## src/hw/hpm_defines.vh

```
`ifndef HPM_DEFINES_VH
`define HPM_DEFINES_VH
// ----------------------------------------
// register map
// ----------------------------------------
`define HPM_BUS_SELECT_ADDR  16'h6C00
`define HPM_TIMEOUT_ADDR     16'h6C04
`define HPM_IRQ_STATUS_ADDR  16'h6C08
`define HPM_IRQ_MASK_ADDR    16'h6C0C
`define HPM_PERIPH_BASE      16'h7000
// ----------------------------------------
// fields
// ----------------------------------------
`define HPM_PAR_MODE_BIT     0
`define HPM_SER_MODE_BIT     2
`define HPM_RSV_BIT          3
`define HPM_TO_EN_BIT        0
`define HPM_IRQ_ERR_BIT      0
`define HPM_IRQ_WRITE_BIT    1
`define HPM_PSEL_SERIAL      2'h0
`define HPM_PSEL_UART        2'h1
`define HPM_PSEL_MEMIF       2'h2
`endif

```

## src/hw/hpm_sync.v

```verilog
`timescale 1ns/1ns
// ----------------------------------------
// three-stage pin synchroniser, agreed level
// ----------------------------------------
module hpm_sync (
  // clock
  input  wire hclk,
  // pin and result
  input  wire pin_in,
  output reg  level_q
);
  reg s1_q;
  reg s2_q;
  reg s3_q;
  // no reset: the strap is sampled while reset is held
  always @(posedge hclk) begin
    s1_q <= pin_in;
    s2_q <= s1_q;
    s3_q <= s2_q;
    if (s2_q == s3_q) begin
      level_q <= s3_q;
    end
  end
endmodule

```

## src/hw/hpm_clk_gate.v

```verilog
`timescale 1ns/1ns
// ----------------------------------------
// clock gate, enable held in a negedge flop
// ----------------------------------------
module hpm_clk_gate (
  // clock
  input  wire hclk,
  // enable and gated clock
  input  wire enable,
  output wire gclk
);
  reg en_q;
  // enable moves only while the clock is low, so no glitch
  always @(negedge hclk) begin
    en_q <= enable;
  end
  assign gclk = hclk & en_q;
endmodule

```

## src/hw/hpm_pin_mux.v

```verilog
`timescale 1ns/1ns
`include "hpm_defines.vh"
module hpm_pin_mux (
  // clock and reset
  input  wire        hclk,
  input  wire        hresetn,
  // straps
  input  wire        parallel_mode_strap,
  input  wire        serial_mode_strap,
  // ahb-lite slave
  input  wire        hsel,
  input  wire [15:0] haddr,
  input  wire [1:0]  htrans,
  input  wire        hwrite,
  input  wire [2:0]  hsize,
  input  wire [31:0] hwdata,
  input  wire        hready,
  output reg  [31:0] hrdata,
  output wire        hreadyout,
  output wire        hresp,
  // interrupt
  output wire        irq,
  // host pins
  input  wire [7:0]  host_data_pins_in,
  output reg  [7:0]  host_data_pins_out,
  output reg  [7:0]  host_data_pins_oe_n,
  input  wire        host_control_pin_zero,
  input  wire        host_control_pin_one,
  // host port core side
  input  wire [7:0]  host_port_data_out,
  input  wire        host_port_data_drive,
  output reg  [7:0]  host_port_data_in,
  output reg         host_address_strobe,
  output reg         host_byte_identify,
  output wire        host_port_enable,
  output wire        host_port_multiplexed,
  output wire        host_port_on_parallel,
  // parallel general io core side, bits 45:36
  input  wire [9:0]  parallel_general_io_out,
  input  wire [9:0]  parallel_general_io_oe_n,
  output reg  [9:0]  parallel_general_io_in,
  // parallel pin function
  output wire        memif_32bit_mode,
  // serial pins
  input  wire [3:0]  serial_pins_in,
  output reg  [3:0]  serial_pins_out,
  output reg  [3:0]  serial_pins_oe_n,
  // third serial port core side
  input  wire        serial_transmit_clock_out,
  input  wire        serial_transmit_clock_oe_n,
  input  wire        serial_receive_clock_out,
  input  wire        serial_receive_clock_oe_n,
  input  wire        serial_transmit_frame_sync_out,
  input  wire        serial_transmit_frame_sync_oe_n,
  input  wire        serial_receive_frame_sync_out,
  input  wire        serial_receive_frame_sync_oe_n,
  output reg  [3:0]  serial_port2_in,
  // uart and gpio core side
  input  wire        uart_tx,
  output reg         uart_rx,
  input  wire        general_io_three_out,
  input  wire        general_io_three_oe_n,
  output reg         general_io_three_in,
  input  wire        general_io_five_out,
  input  wire        general_io_five_oe_n,
  output reg         general_io_five_in,
  // module clocks and enables
  output wire        serial_port2_clk,
  output wire        uart_clk,
  output wire        memif_clk,
  output wire        serial_port2_enable,
  output wire        uart_enable
);
  // ----------------------------------------
  // strap capture
  // ----------------------------------------
  wire par_sync;
  wire ser_sync;
  reg  armed_q;
  reg  par_mode_q;
  reg  ser_mode_q;
  reg  rsv_q;
  reg  to_en_q;
  reg  [1:0] irq_stat_q;
  reg  [1:0] irq_mask_q;

  hpm_sync u_par_sync (
    .hclk    (hclk),
    .pin_in  (parallel_mode_strap),
    .level_q (par_sync)
  );
  hpm_sync u_ser_sync (
    .hclk    (hclk),
    .pin_in  (serial_mode_strap),
    .level_q (ser_sync)
  );

  // ----------------------------------------
  // ahb-lite address phase
  // ----------------------------------------
  reg        dp_valid_q;
  reg        dp_write_q;
  reg [15:0] dp_addr_q;
  reg        err_q;
  reg        err_second_q;
  wire       a_valid = hsel & hready & htrans[1];
  wire       is_periph = (haddr >= `HPM_PERIPH_BASE);
  wire [1:0] psel = haddr[9:8];
  reg        desel;

  always @* begin
    case (psel)
      `HPM_PSEL_SERIAL: desel = ~ser_mode_q;
      `HPM_PSEL_UART:   desel = ser_mode_q;
      `HPM_PSEL_MEMIF:  desel = ~par_mode_q;
      default:          desel = 1'b0;
    endcase
  end

  wire a_err = a_valid & is_periph & desel & to_en_q;
  wire wr_bus = dp_valid_q & dp_write_q;
  wire wr_bus_select_register = wr_bus & (dp_addr_q == `HPM_BUS_SELECT_ADDR);
  wire wr_to = wr_bus & (dp_addr_q == `HPM_TIMEOUT_ADDR);
  wire wr_stat = wr_bus & (dp_addr_q == `HPM_IRQ_STATUS_ADDR);
  wire wr_mask = wr_bus & (dp_addr_q == `HPM_IRQ_MASK_ADDR);

  // two-cycle error response
  assign hreadyout = ~err_q | err_second_q;
  assign hresp     = err_q;

  always @(posedge hclk or negedge hresetn) begin
    if (!hresetn) begin
      dp_valid_q   <= 1'b0;
      dp_write_q   <= 1'b0;
      dp_addr_q    <= 16'h0000;
      err_q        <= 1'b0;
      err_second_q <= 1'b0;
    end else begin
      if (err_q & ~err_second_q) begin
        err_second_q <= 1'b1;
      end else begin
        err_second_q <= 1'b0;
        err_q        <= a_err;
        dp_valid_q   <= a_valid & ~a_err;
        dp_write_q   <= hwrite;
        dp_addr_q    <= haddr;
      end
    end
  end

  // ----------------------------------------
  // register next values
  // ----------------------------------------
  reg        par_mode_d;
  reg        ser_mode_d;
  reg        rsv_d;
  reg        to_en_d;
  reg  [1:0] irq_mask_d;
  reg  [1:0] irq_stat_d;
  reg [31:0] rd_d;

  always @* begin
    par_mode_d = par_mode_q;
    ser_mode_d = ser_mode_q;
    rsv_d      = rsv_q;
    to_en_d    = to_en_q;
    irq_mask_d = irq_mask_q;
    if (!armed_q) begin
      par_mode_d = par_sync;
      ser_mode_d = ser_sync;
    end else if (wr_bus_select_register) begin
      ser_mode_d = hwdata[`HPM_SER_MODE_BIT];
      rsv_d      = hwdata[`HPM_RSV_BIT];
    end
    if (wr_to) begin
      to_en_d = hwdata[`HPM_TO_EN_BIT];
    end
    if (wr_mask) begin
      irq_mask_d = hwdata[1:0];
    end
    // set wins over write-one-clear
    irq_stat_d = (irq_stat_q & ~({2{wr_stat}} & hwdata[1:0]))
               | {wr_bus_select_register, err_q & ~err_second_q};
  end

  // ----------------------------------------
  // registers
  // ----------------------------------------
  always @(posedge hclk or negedge hresetn) begin
    if (!hresetn) begin
      armed_q    <= 1'b0;
      par_mode_q <= 1'b0;
      ser_mode_q <= 1'b0;
      rsv_q      <= 1'b0;
      to_en_q    <= 1'b0;
      irq_mask_q <= 2'h0;
      irq_stat_q <= 2'h0;
    end else begin
      armed_q    <= 1'b1;
      par_mode_q <= par_mode_d;
      ser_mode_q <= ser_mode_d;
      rsv_q      <= rsv_d;
      to_en_q    <= to_en_d;
      irq_mask_q <= irq_mask_d;
      irq_stat_q <= irq_stat_d;
    end
  end

  assign irq = |(irq_stat_q & irq_mask_q);

  // ----------------------------------------
  // read data, registered in the address phase
  // ----------------------------------------
  always @* begin
    rd_d = 32'h00000000;
    case (haddr)
      `HPM_BUS_SELECT_ADDR: begin
        rd_d[`HPM_PAR_MODE_BIT] = par_mode_d;
        rd_d[`HPM_SER_MODE_BIT] = ser_mode_d;
        rd_d[`HPM_RSV_BIT]      = rsv_d;
      end
      `HPM_TIMEOUT_ADDR:    rd_d[`HPM_TO_EN_BIT] = to_en_d;
      `HPM_IRQ_STATUS_ADDR: rd_d[1:0] = irq_stat_d;
      `HPM_IRQ_MASK_ADDR:   rd_d[1:0] = irq_mask_d;
      default:              rd_d = 32'h00000000;
    endcase
  end

  // next values used, so a read right after a write sees it
  always @(posedge hclk or negedge hresetn) begin
    if (!hresetn) begin
      hrdata <= 32'h00000000;
    end else if (a_valid & ~hwrite) begin
      hrdata <= rd_d;
    end else begin
      hrdata <= 32'h00000000;
    end
  end

  // ----------------------------------------
  // host and parallel pin routing
  // ----------------------------------------
  assign host_port_enable      = 1'b1;
  assign host_port_multiplexed = par_mode_q;
  assign host_port_on_parallel = ~par_mode_q;
  assign memif_32bit_mode      = par_mode_q;

  always @* begin
    host_port_data_in      = 8'h00;
    host_address_strobe    = 1'b1;
    host_byte_identify     = 1'b0;
    parallel_general_io_in = 10'h000;
    if (par_mode_q) begin
      host_data_pins_out   = host_port_data_out;
      host_data_pins_oe_n  = {8{~host_port_data_drive}};
      host_port_data_in    = host_data_pins_in;
      host_address_strobe  = host_control_pin_zero;
      host_byte_identify   = host_control_pin_one;
    end else begin
      host_data_pins_out     = parallel_general_io_out[7:0];
      host_data_pins_oe_n    = parallel_general_io_oe_n[7:0];
      parallel_general_io_in = {host_control_pin_one,
                                host_control_pin_zero,
                                host_data_pins_in};
    end
  end

  // ----------------------------------------
  // serial port 2 routing
  // ----------------------------------------
  assign serial_port2_enable = ser_mode_q;
  assign uart_enable         = ~ser_mode_q;

  always @* begin
    serial_port2_in     = 4'h0;
    uart_rx             = 1'b1;
    general_io_three_in = 1'b0;
    general_io_five_in  = 1'b0;
    if (ser_mode_q) begin
      serial_pins_out  = {serial_receive_frame_sync_out,
                          serial_transmit_frame_sync_out,
                          serial_receive_clock_out,
                          serial_transmit_clock_out};
      serial_pins_oe_n = {serial_receive_frame_sync_oe_n,
                          serial_transmit_frame_sync_oe_n,
                          serial_receive_clock_oe_n,
                          serial_transmit_clock_oe_n};
      serial_port2_in  = serial_pins_in;
    end else begin
      serial_pins_out  = {1'b1, general_io_five_out,
                          uart_tx, general_io_three_out};
      serial_pins_oe_n = {1'b1, general_io_five_oe_n,
                          1'b0, general_io_three_oe_n};
      uart_rx             = serial_pins_in[3];
      general_io_three_in = serial_pins_in[0];
      general_io_five_in  = serial_pins_in[2];
    end
  end

  // ----------------------------------------
  // module clock gating
  // ----------------------------------------
  hpm_clk_gate u_gate_sp2 (
    .hclk   (hclk),
    .enable (ser_mode_q),
    .gclk   (serial_port2_clk)
  );
  hpm_clk_gate u_gate_uart (
    .hclk   (hclk),
    .enable (~ser_mode_q),
    .gclk   (uart_clk)
  );
  hpm_clk_gate u_gate_memif (
    .hclk   (hclk),
    .enable (par_mode_q),
    .gclk   (memif_clk)
  );
endmodule

```

## config.mk

```make
export PLATFORM = sky130hd
export DESIGN_NAME = hpm_pin_mux
export DESIGN_NICKNAME = d
export VERILOG_FILES = /design/src/hw/hpm_sync.v /design/src/hw/hpm_clk_gate.v /design/src/hw/hpm_pin_mux.v
export VERILOG_INCLUDE_DIRS = /design/src /design/src/hw
export SDC_FILE = /design/constraint.sdc
export NUM_CORES = 1
export LEC_CHECK = 0
export ABC_CLOCK_PERIOD_IN_PS = 3400
export BUFFER_PORTS_ARGS = -buffer_cell sky130_fd_sc_hd__buf_2
export CORE_MARGIN = 3
export CORE_UTILIZATION = 30
export DETAILED_ROUTE_END_ITERATION = 10
export PLACE_DENSITY = 0.65
export SYNTH_ARGS = -nofsm -noshare
export SYNTH_HDL_FRONTEND = slang
export SYNTH_SLANG_ARGS = --single-unit
export TNS_END_PERCENT = 10
```

## constraint.sdc

```tcl
create_clock -name hclk -period 3.4 [get_ports hclk]
set_input_delay 0.68 -clock hclk [delete_from_list [all_inputs] [get_ports hclk]]
set_output_delay 0.68 -clock hclk [all_outputs]
set_load 0.005 [all_outputs]
```

==> metrics.md, run 1 <==
| Metric | Value |
|---|---|
| GP Congestion | `0.810` |
| Slew @ Worst Pin | `0.735 ns` |
| First-pass GRT wire length | `10.3 mm` |
| DRC errors left | `0` |
| CP Capture Type | `primary output` |
| CORE AREA | `7890 um2` |
| Layout Skew | `0.0694 ns` |
| Part of the power in registers | `0.406` |
| Fill count | `815` |
| Number of synthesized flops with an enable pin | `2` |
| RSZ-0062 raised after global routing | `yes` |
| Startpoint Class | `register` |
| Flops & latches, synth | `44` |
| Setup Crit Path Kind | `register to primary output` |
| Largest net degree at the start of global routing | `43` |
| Status | `finished, final reports clean` |
| Max-slew violation count | `0` |
| Port Buffers | `145` |
| HP Class | `primary input to asynchronous set/reset pin` |
| Total number of vias | `2172` |
| # hold bufs at CTS | `0` |
| Logic gate share of total power | `0.260` |
| Rel. slew slack | `0.510` |
| Final Hold Viols | `0` |
| Initial Util | `0.316` |
| Endpoints failing setup | `0` |
| Post-DP HPWL | `5.04 mm` |
| Clock slew at reported path FFs | `0.09 ns` |
| TritonCTS clock tree | `done` |
| WL final | `6.45 mm` |
| Post-CTS Setup Inserts | `0` |
| Clock Latency Late Sink | `0.46 ns` |
| GRT Overall Usage | `0.134` |
| CP arrival | `2.68 ns` |
| Internal | `1210 uW` |
| Count of cell types in the netlist | `51` |
| Switching part of the total | `0.321` |
| Horiz. Die Dim | `97.2 um` |
| Cell Rows | `32` |
| Lkg Pwr | `0.00181 uW` |
| Required time worst endpoint | `2.72 ns` |
| Iter 0 DRT Violations | `90` |
| Area growth syn-to-layout | `35.7%` |
| Number of antenna diodes | `0` |
| PD cells | `527 nW/um2` |
| IO Pins | `211` |
| Vias in the first global route | `2128` |
| Cells after synthesis | `264` |
| Total congestion overflow | `0` |
| Initial antenna violation count | `0` |
| Drt wl/cell | `12.5 um` |
| Pwr Total | `1780 uW` |
| ANT nets after route | `0` |
| Clk network pwr share | `0.334` |
| Crit-path max FO | `1` |
| Pre-CTS setup slack | `0.501 ns` |
| Cell area after synthesis | `2500 um2` |
| Multi-input gate area | `1240 um2` |
| Peak supply drop | `0.193 mV` |
| Asr flop ratio synth | `0.750` |
| Top FF cell, synth | `dfrtp_1` |
| Yosys warning total | `0` |
| Die Y | `97.2 um` |
| Net load switching power | `573 uW` |
| DR vias/cell | `4.22` |
| Worst Slack Setup Final | `0.0378 ns` |
| Seq/Total Area, Yosys | `0.427` |
| Max-cap violations | `0` |
| Share of cells above drive strength 1 | `0.455` |
| DRT Pass-1 Iters | `4` |
| Die area | `9450 um2` |
| Synthesized area per cell | `9.46 um2` |
| Reg area | `1070 um2` |
| Nets | `527` |
final timing paths:
check	startpoint	endpoint	slack (ns)	cells after the start
setup reg to reg	serial_port2_enable	u_gate_uart.en_q	1.16	1
setup / recovery	u_gate_memif.en_q	memif_clk	0.04	2
hold reg to reg	u_par_sync.s1_q	u_par_sync.s2_q	0.34	0
min in group hclk	u_par_sync.s1_q	u_par_sync.s2_q	0.34	0
hold / removal	hresetn	dp_addr_q[7]	0.33	1
max in group asynchronous	hresetn	dp_addr_q[8]	2.59	1
registers in the layout (all words and copies together), names as in the netlist:
signal,count
to_en_q,1
u_par_sync.level_q,1
serial_port2_enable,1
u_gate_uart.en_q,1
u_ser_sync.level_q,1
dp_write_q,1
u_ser_sync.s1_q,1
u_par_sync.s2_q,1
u_gate_sp2.en_q,1
hrdata,4
u_gate_memif.en_q,1
rsv_q,1
u_ser_sync.s2_q,1
err_second_q,1
irq_stat_q,2
host_port_multiplexed,1
hresp,1
u_par_sync.s1_q,1
u_par_sync.s3_q,1
irq_mask_q,2
u_ser_sync.s3_q,1
dp_valid_q,1
armed_q,1
dp_addr_q,16
area by class of cell:
class / instances / share of cell area
repair buffers: 145 / 0.216
multi-input cells: 200 / 0.367
inverters: 5 / 0.00554
clock inverters: 5 / 0.0133
well taps: 102 / 0.0377
flip-flops and latches: 44 / 0.315
clock buffers: 14 / 0.0451
power by group through the flow:
stage | clock, uW | combinational [uW] | sequential, uW
after floorplan | 25.3 | 340 | 694
after global placement | 41.1 | 460 | 734
after detailed placement | 41.1 | 470 | 737
after CTS | 594 | 471 | 726
after global routing | 642 | 526 | 741
final | 596 | 463 | 725
stage by stage:
stage                     setup TNS, ns  instance area, um2  hold slack, ns  std cells   util
after global routing            -0.0151                3390           0.345        515  0.429
after CTS                             0                3380           0.336        515  0.428
after floorplan                       0                2600           0.310        292      -
after global placement                0                3210           0.315        500  0.406
final                                 0                3390           0.334        515  0.429
after detailed placement              0                3210           0.317        500  0.406
layer usage:
metal / up-vias / wire [um] / part of all wire / global-route usage
met1: 986 / 2750 / 0.43 / 0.162
met5: - / 0 / 0 / 0
met4: 0 / 126 / 0.020 / 0.0724
met3: 11 / 427 / 0.066 / 0.0459
li1: 1104 / - / - / -
met2: 71 / 3140 / 0.49 / 0.211
synth_stat cells (all sizes together), types with 3 or more instances:
cell | count | area share
and2 | 17 | 0.043
buf | 33 | 0.095
clkbuf | 9 | 0.014
dfrtp | 33 | 0.33
dfxtp | 9 | 0.072
inv | 5 | 0.0075
mux2 | 16 | 0.074
nand2 | 59 | 0.089
nand2b | 6 | 0.015
nand3 | 3 | 0.0060
nor2 | 7 | 0.011
nor2b | 12 | 0.030
nor4b | 3 | 0.029
o21a | 8 | 0.024
o21ai | 4 | 0.0080
cells in the final DEF (no fill, tap or decap), drive strengths merged, types with 2 or more instances in the layout:
cell type / count
buf: 148
nand4: 2
o211ai: 2
nor3b: 2
and4bb: 2
dfrtp: 33
clkbuf: 11
or2: 2
o21a: 8
xnor2: 2
nor2b: 12
a21o: 2
nand2b: 6
o21ai: 4
nand2: 59
edfxtp: 2
and2: 17
nor3: 2
nor4: 2
conb: 30
nor2: 7
mux2: 16
nor4b: 3
dfxtp: 9
inv: 7
clkinv: 2
nand3: 3
repair_timing:
action,in CTS,in global routing
hold endpoints to repair,0,0
endpoints found under the setup margin,0,6
gates resized for setup,0,2
critical path, cell delays in order, from the launching register on:
cell and delay, ns:
dfxtp_1 0.28, and2_1 0.12, buf_2 0.12
kinds of logic (layout without fill, tap and decap cells):
kind of cell / Yosys count / after routing / synth area share
other: 2 / 30 / 0.00301
DFF: 44 / 44 / 0.427
and+or+nand+nor: 124 / 124 / 0.289
xor gates and xnor gates: 3 / 3 / 0.0105
buffers and inverters: 48 / 169 / 0.118
muxes: 17 / 17 / 0.0777
AOI/OAI and AO/OA: 26 / 26 / 0.0752
Note: power is estimated with default switching activity, not from simulation.
==> run 2: changes to the inputs <==
- CORE_UTILIZATION: 30 -> 42
- PLACE_DENSITY: 0.65 -> 0.87
- SKIP_LAST_GASP: default -> 1
==> metrics.md, run 2 (synthesized netlist as in run 1, its figures left out) <==
| Metric | Value |
|---|---|
| Required time worst endpoint | `2.72 ns (about the same)` |
| Share of cells above drive strength 1 | `0.454 (was 0.455)` |
| CORE AREA | `5640 um2 (was 7890 um2)` |
| PD cells | `512 nW/um2 (was 527 nW/um2)` |
| Die Y | `83.1 um (was 97.2 um)` |
| GRT Overall Usage | `0.191 (was 0.134)` |
| Multi-input gate area | `1240 um2 (about the same)` |
| TritonCTS clock tree | `done (unchanged)` |
| Initial antenna violation count | `0 (unchanged)` |
| Most frequent cells in the layout | `145 x buf_2, 59 x nand2_1, 33 x dfrtp_1 (was 144 x buf_2, 59 x nand2_1, 33 x dfrtp_1)` |
| CP Capture Type | `primary output (unchanged)` |
| DRT Pass-1 Iters | `4 (unchanged)` |
| Lkg Pwr | `0.00178 uW (was 0.00181 uW)` |
| Post-DP HPWL | `5.21 mm (was 5.04 mm)` |
| Number of antenna diodes | `0 (unchanged)` |
| Area growth syn-to-layout | `32.7% (was 35.7%)` |
| First-pass GRT wire length | `10.6 mm (was 10.3 mm)` |
| Initial Util | `0.442 (was 0.316)` |
| Most flops, register | `dp_addr_q (unchanged)` |
| HP Class | `register to register (was primary input to asynchronous set/reset pin)` |
| Reg area | `1070 um2 (about the same)` |
| Max-cap violations | `0 (unchanged)` |
| Nets | `526 (was 527)` |
| Vias in the first global route | `2245 (was 2128)` |
| TNS Setup | `0 ns (unchanged)` |
| GP Congestion | `0.838 (was 0.810)` |
| Clock Latency Late Sink | `0.47 ns (was 0.46 ns)` |
| Placed Cells | `469 (was 500)` |
| Final Hold Viols | `0 (unchanged)` |
| Rel. slew slack | `0.463 (was 0.510)` |
| Iter 0 DRT Violations | `114 (was 90)` |
| ANT nets after route | `0 (unchanged)` |
| Fin util | `0.587 (was 0.429)` |
| Drt wl/cell | `13.7 um (was 12.5 um)` |
| DRC errors left | `0 (unchanged)` |
| Max-slew violation count | `0 (unchanged)` |
| Startpoint Class | `register (unchanged)` |
| DR vias/cell | `4.63 (was 4.22)` |
| Fill count | `505 (was 815)` |
| Largest net degree at the start of global routing | `43 (unchanged)` |
| Pwr Total | `1700 uW (was 1780 uW)` |
| Crit-path max FO | `1 (unchanged)` |
| # hold bufs at CTS | `0 (unchanged)` |
| Slew @ Worst Pin | `0.805 ns (was 0.735 ns)` |
| Cell Rows | `27 (was 32)` |
| WL final | `6.62 mm (was 6.45 mm)` |
| Setup Crit Path Kind | `register to primary output (unchanged)` |
| IO Pins | `211 (unchanged)` |
| Largest register FFs | `16 (unchanged)` |
| Hold Worst Slack | `0.330 ns (was 0.334 ns)` |
| Total number of vias | `2241 (was 2172)` |
| Horiz. Die Dim | `83.1 um (was 97.2 um)` |
| RSZ-0062 raised after global routing | `yes (unchanged)` |
| Commonest non-fill, non-tap cell in the layout | `buf_2 (unchanged)` |
| Layout Skew | `0.0772 ns (was 0.0694 ns)` |
| Post-CTS Setup Inserts | `0 (unchanged)` |
| Endpoints failing setup | `0 (unchanged)` |
| Largest regs | `dp_addr_q x16, hrdata x4 (unchanged)` |
| Total congestion overflow | `0 (unchanged)` |
| Port Buffers | `145 (unchanged)` |
| Status | `finished, final reports clean (unchanged)` |
| Peak supply drop | `0.369 mV (was 0.193 mV)` |
| CP arrival | `2.72 ns (was 2.68 ns)` |
| Die area | `6900 um2 (was 9450 um2)` |
| Non-filler cells, final | `484 (was 515)` |
| Clock slew at reported path FFs | `0.07 ns (was 0.09 ns)` |
[run 2: changes by cell type in the layout (fill, tap and decap cells not counted), sizes merged]
cell / before / now
clkinv: 2 / 1
clkbuf: 11 / 12
buf: 148 / 147
bufinv: 1 / 0
clkinvlp: 0 / 1
[run 2: area by class of cell]
cell class / instances / area share
Clock inverter: 4 / 0.00567
Sequential cell: 44 / 0.322
Clock buffer: 15 / 0.0453
Tap cell: 72 / 0.0272
Inverter: 5 / 0.00567
Multi-Input combinational cell: 200 / 0.375
Timing Repair Buffer: 144 / 0.219
[run 2: timing repair]
item | 4_1_cts | 5_1_grt
setup endpoints to repair | 4 | 6
pin swaps | 1 | 0
gates resized for setup | 1 | 0
[run 2: worst max-delay path: stages, from the launching register on]
cell	delay, ns
dfxtp_2	0.31
and2_1	0.12
buf_2	0.12
[run 2: power by group]
part	switching (uW)	internal, uW
clock network	226	278
registers	103	632
logic	249	208
[run 2: worst paths after layout]
kind / from / to / slack (ns) / cells past startpoint
max in group asynchronous: hresetn / dp_addr_q[9] / 2.58 / 1
worst min register to register: u_par_sync.s1_q / u_par_sync.s2_q / 0.33 / 0
worst max-delay path: u_gate_sp2.en_q / serial_port2_clk / 0.001 / 2
worst max register to register: serial_port2_enable / u_gate_uart.en_q / 1.01 / 1
worst min-delay path: u_par_sync.s1_q / u_par_sync.s2_q / 0.33 / 0
min in group asynchronous: hresetn / dp_addr_q[0] / 0.34 / 1
[run 2: layer usage]
metal / GRT usage / share of wire / vias to the layer above
met5: 0 / 0 / -
met4: 0.0996 / 0.024 / 0
met3: 0.0853 / 0.079 / 14
met2: 0.297 / 0.48 / 105
met1: 0.222 / 0.41 / 1017
li1: - / - / 1105
[run 2: through the flow]
stage,setup slack [ns],cell area (um2)
floorplan,0.602,2600
global placement,0.502,3160
detailed placement,0.489,3160
CTS,-0.0241,3310
global route,-0.0558,3310
finish,0.00107,3310
==> run 3: changes to the inputs <==
- ABC_AREA: default -> 1
- PLACE_DENSITY: 0.87 -> 0.86
==> metrics.md, run 3 <==
| Metric | Value |
|---|---|
| Total number of vias | `2614 (was 2241)` |
| Drt wl/cell | `11.7 um (was 13.7 um)` |
| Cell area after synthesis | `2570 um2 (was 2500 um2)` |
| Critical-path cell list | `nand2_1, inv_1, buf_2 (was and2_1, buf_2)` |
| Most flops, register | `dp_addr_q (unchanged)` |
| Post-synth top cells | `139 x nand2_1, 51 x inv_1, 33 x dfrtp_1, 30 x buf_4, 27 x nor2_1 (was 59 x nand2_1, 33 x dfrtp_1, 30 x buf_4, 17 x and2_1, 15 x mux2_2)` |
| Largest register FFs | `16 (unchanged)` |
| Placed Cells | `575 (was 469)` |
| Logic gate share of total power | `0.178 (was 0.269)` |
| Slew @ Worst Pin | `0.730 ns (was 0.805 ns)` |
| PD cells | `416 nW/um2 (was 512 nW/um2)` |
| Switching part of the total | `0.271 (was 0.341)` |
| Seq/Total Area, Yosys | `0.414 (was 0.427)` |
| Share of cells above drive strength 1 | `0.365 (was 0.454)` |
| Nets | `632 (was 526)` |
| Largest net degree at the start of global routing | `34 (was 43)` |
| Delay-heaviest family, CP | `flip-flops (unchanged)` |
| Part of the power in registers | `0.392 (was 0.434)` |
| Buf/Inv on CP | `2 (was 1)` |
| Startpoint Class | `register (unchanged)` |
| Top post-synthesis cells by area | `dfrtp_1 32%, nand2_1 20%, buf_4 8.8% (was dfrtp_1 33%, buf_4 9.0%, nand2_1 8.9%)` |
| Cells after synthesis | `366 (was 264)` |
| RSZ-0062 raised after global routing | `yes (unchanged)` |
| Top FF cell, synth | `dfrtp_1 (unchanged)` |
| Port Buffers | `145 (unchanged)` |
| Internal | `1050 uW (was 1120 uW)` |
| Clk network pwr share | `0.431 (was 0.297)` |
| Post-DP HPWL | `5.43 mm (was 5.21 mm)` |
| Multi-input gate area | `1150 um2 (was 1240 um2)` |
| CP max stage delay | `0.29 ns (was 0.31 ns)` |
| Peak supply drop | `0.304 mV (was 0.369 mV)` |
| DRT Pass-1 Iters | `4 (unchanged)` |
| Non-filler cells, final | `590 (was 484)` |
| CP arrival | `2.67 ns (was 2.72 ns)` |
| Total congestion overflow | `0 (unchanged)` |
| Lkg Pwr | `0.00220 uW (was 0.00178 uW)` |
| Post-CTS Setup Inserts | `0 (unchanged)` |
| Count of cell types in the netlist | `32 (was 51)` |
| Endpoints failing setup | `0 (unchanged)` |
| GP Congestion | `0.852 (was 0.838)` |
| Vias in the first global route | `2682 (was 2245)` |
| Max-cap violations | `0 (unchanged)` |
| DR vias/cell | `4.43 (was 4.63)` |
| GRT Overall Usage | `0.193 (was 0.191)` |
| Crit-path slowest cell | `dfxtp_1 (was dfxtp_2)` |
| Clock Latency Late Sink | `0.47 ns (about the same)` |
| Die area | `7100 um2 (was 6900 um2)` |
| Cell Rows | `27 (unchanged)` |
| Most frequent cells in the layout | `145 x buf_2, 138 x nand2_1, 53 x inv_1 (was 145 x buf_2, 59 x nand2_1, 33 x dfrtp_1)` |
| CORE AREA | `5710 um2 (was 5640 um2)` |
| GR Layer Usage met3 | `0.0530 (was 0.0853)` |
| Horiz. Die Dim | `84.3 um (was 83.1 um)` |
| Area growth syn-to-layout | `34.1% (was 32.7%)` |
| TritonCTS clock tree | `done (unchanged)` |
| Met2 global-route usage | `0.332 (was 0.297)` |
| DRC errors left | `0 (unchanged)` |
| Flops & latches, synth | `44 (unchanged)` |
| First-pass GRT wire length | `11.1 mm (was 10.6 mm)` |
| Pwr Total | `1430 uW (was 1700 uW)` |
| WL final | `6.90 mm (was 6.62 mm)` |
| Setup Crit Path Kind | `register to primary output (unchanged)` |
| Post-synth top area cell | `dfrtp_1 (unchanged)` |
| Final Hold Viols | `0 (unchanged)` |
| Number of synthesized flops with an enable pin | `2 (unchanged)` |
| Commonest non-fill, non-tap cell in the layout | `buf_2 (unchanged)` |
| Status | `finished, final reports clean (unchanged)` |
| Fill count | `511 (was 505)` |
| ANT nets after route | `0 (unchanged)` |
| Initial antenna violation count | `0 (unchanged)` |
| Met1 usage | `0.218 (was 0.222)` |
| IO Pins | `211 (unchanged)` |
| Max-slew violation count | `0 (unchanged)` |
| CP startpoint | `u_gate_memif.en_q (was u_gate_sp2.en_q)` |
| Largest regs | `dp_addr_q x16, hrdata x4 (unchanged)` |
| Clock slew at reported path FFs | `0.08 ns (was 0.07 ns)` |
| Crit-path max FO | `1 (unchanged)` |
| Worst r2r src | `serial_port2_enable (unchanged)` |
| Count leader, synth | `nand2_1 (unchanged)` |
| CP Capture Type | `primary output (unchanged)` |
| TNS Setup | `0 ns (unchanged)` |
| Yosys warning total | `0 (unchanged)` |
| Synthesized area per cell | `7.03 um2 (was 9.46 um2)` |
| Grt peak-use layer | `met2 (unchanged)` |
| Layout Skew | `0.0699 ns (was 0.0772 ns)` |
| Initial Util | `0.451 (was 0.442)` |
| Iter 0 DRT Violations | `108 (was 114)` |
| Hold Worst Slack | `0.329 ns (was 0.330 ns)` |
| Reg area | `1070 um2 (unchanged)` |
| Asr flop ratio synth | `0.750 (unchanged)` |
| Die Y | `84.3 um (was 83.1 um)` |
| Required time worst endpoint | `2.72 ns (about the same)` |
| Rel. slew slack | `0.513 (was 0.463)` |
| HP Class | `primary input to asynchronous set/reset pin (was register to register)` |
| Top cell type's share of synthesized area | `0.321 (was 0.331)` |
| Number of antenna diodes | `0 (unchanged)` |
| Net load switching power | `389 uW (was 578 uW)` |
run 3: cell types whose count changed after synthesis, moves of 4 or more:
cell      delta
and2_1      -15
clkbuf_1     -4
inv_1       +46
mux2_2      -15
nand2_1     +80
nand2_2      +6
nand2b_1     -6
nand3_1      +7
nor2_1      +20
nor2_2       +8
nor2b_1     -12
o21a_1       -8
o21ai_0      +5
run 3: layout make-up:
class | instances | share of cell area
sequential | 44 | 0.309
multi-input combinational | 257 | 0.334
inverter | 50 | 0.0544
clock buffer | 13 | 0.0413
timing repair buffer | 145 | 0.212
tap | 72 | 0.0261
clock inverter | 9 | 0.0228
run 3: worst paths after layout:
check	end	slack, ns	cells after the start
max	memif_clk	0.05	3
min	dp_addr_q[14]	0.33	1
max reg2reg	u_gate_uart.en_q	0.93	1
min reg2reg	u_par_sync.s2_q	0.33	0
max in group asynchronous	dp_addr_q[4]	2.60	1
min in group hclk	u_par_sync.s2_q	0.33	0
run 3: through the flow:
step                      area, um2   util  setup slack (ns)
after floorplan                2680      -             0.643
after global placement         3260  0.570             0.559
after detailed placement       3260  0.570             0.551
after CTS                      3450  0.604            0.0133
after global routing           3450  0.604          -0.00845
final                          3450  0.604            0.0456
run 3: cell families (layout without fill, tap and decap cells):
logic type / after synthesis / after routing / share of synthesized area
other: 2 / 30 / 0.00292
and+or+nand+nor: 208 / 208 / 0.355
buffers and inverters: 93 / 217 / 0.180
xor gates and xnor gates: 2 / 2 / 0.00681
DFF: 44 / 44 / 0.414
AOI/OAI and AO/OA: 17 / 17 / 0.0404
run 3: power groups by stage:
stage	Combinational [uW]	Clock (uW)	Sequential, uW
global route	290	663	565
detailed placement	255	40.4	572
finish	255	618	562
floorplan	139	25.4	572
global placement	249	40.4	570
CTS	256	628	561
run 3: timing repair:
action	4_1_cts	5_1_grt
gates resized for setup	0	2
setup endpoints to repair	0	4
hold buffers	0	0
run 3: metal layers:
layer,part of all wire,up-vias
met5,0,-
met2,0.50,114
met3,0.078,13
met1,0.40,1161
li1,-,1326
met4,0.022,0
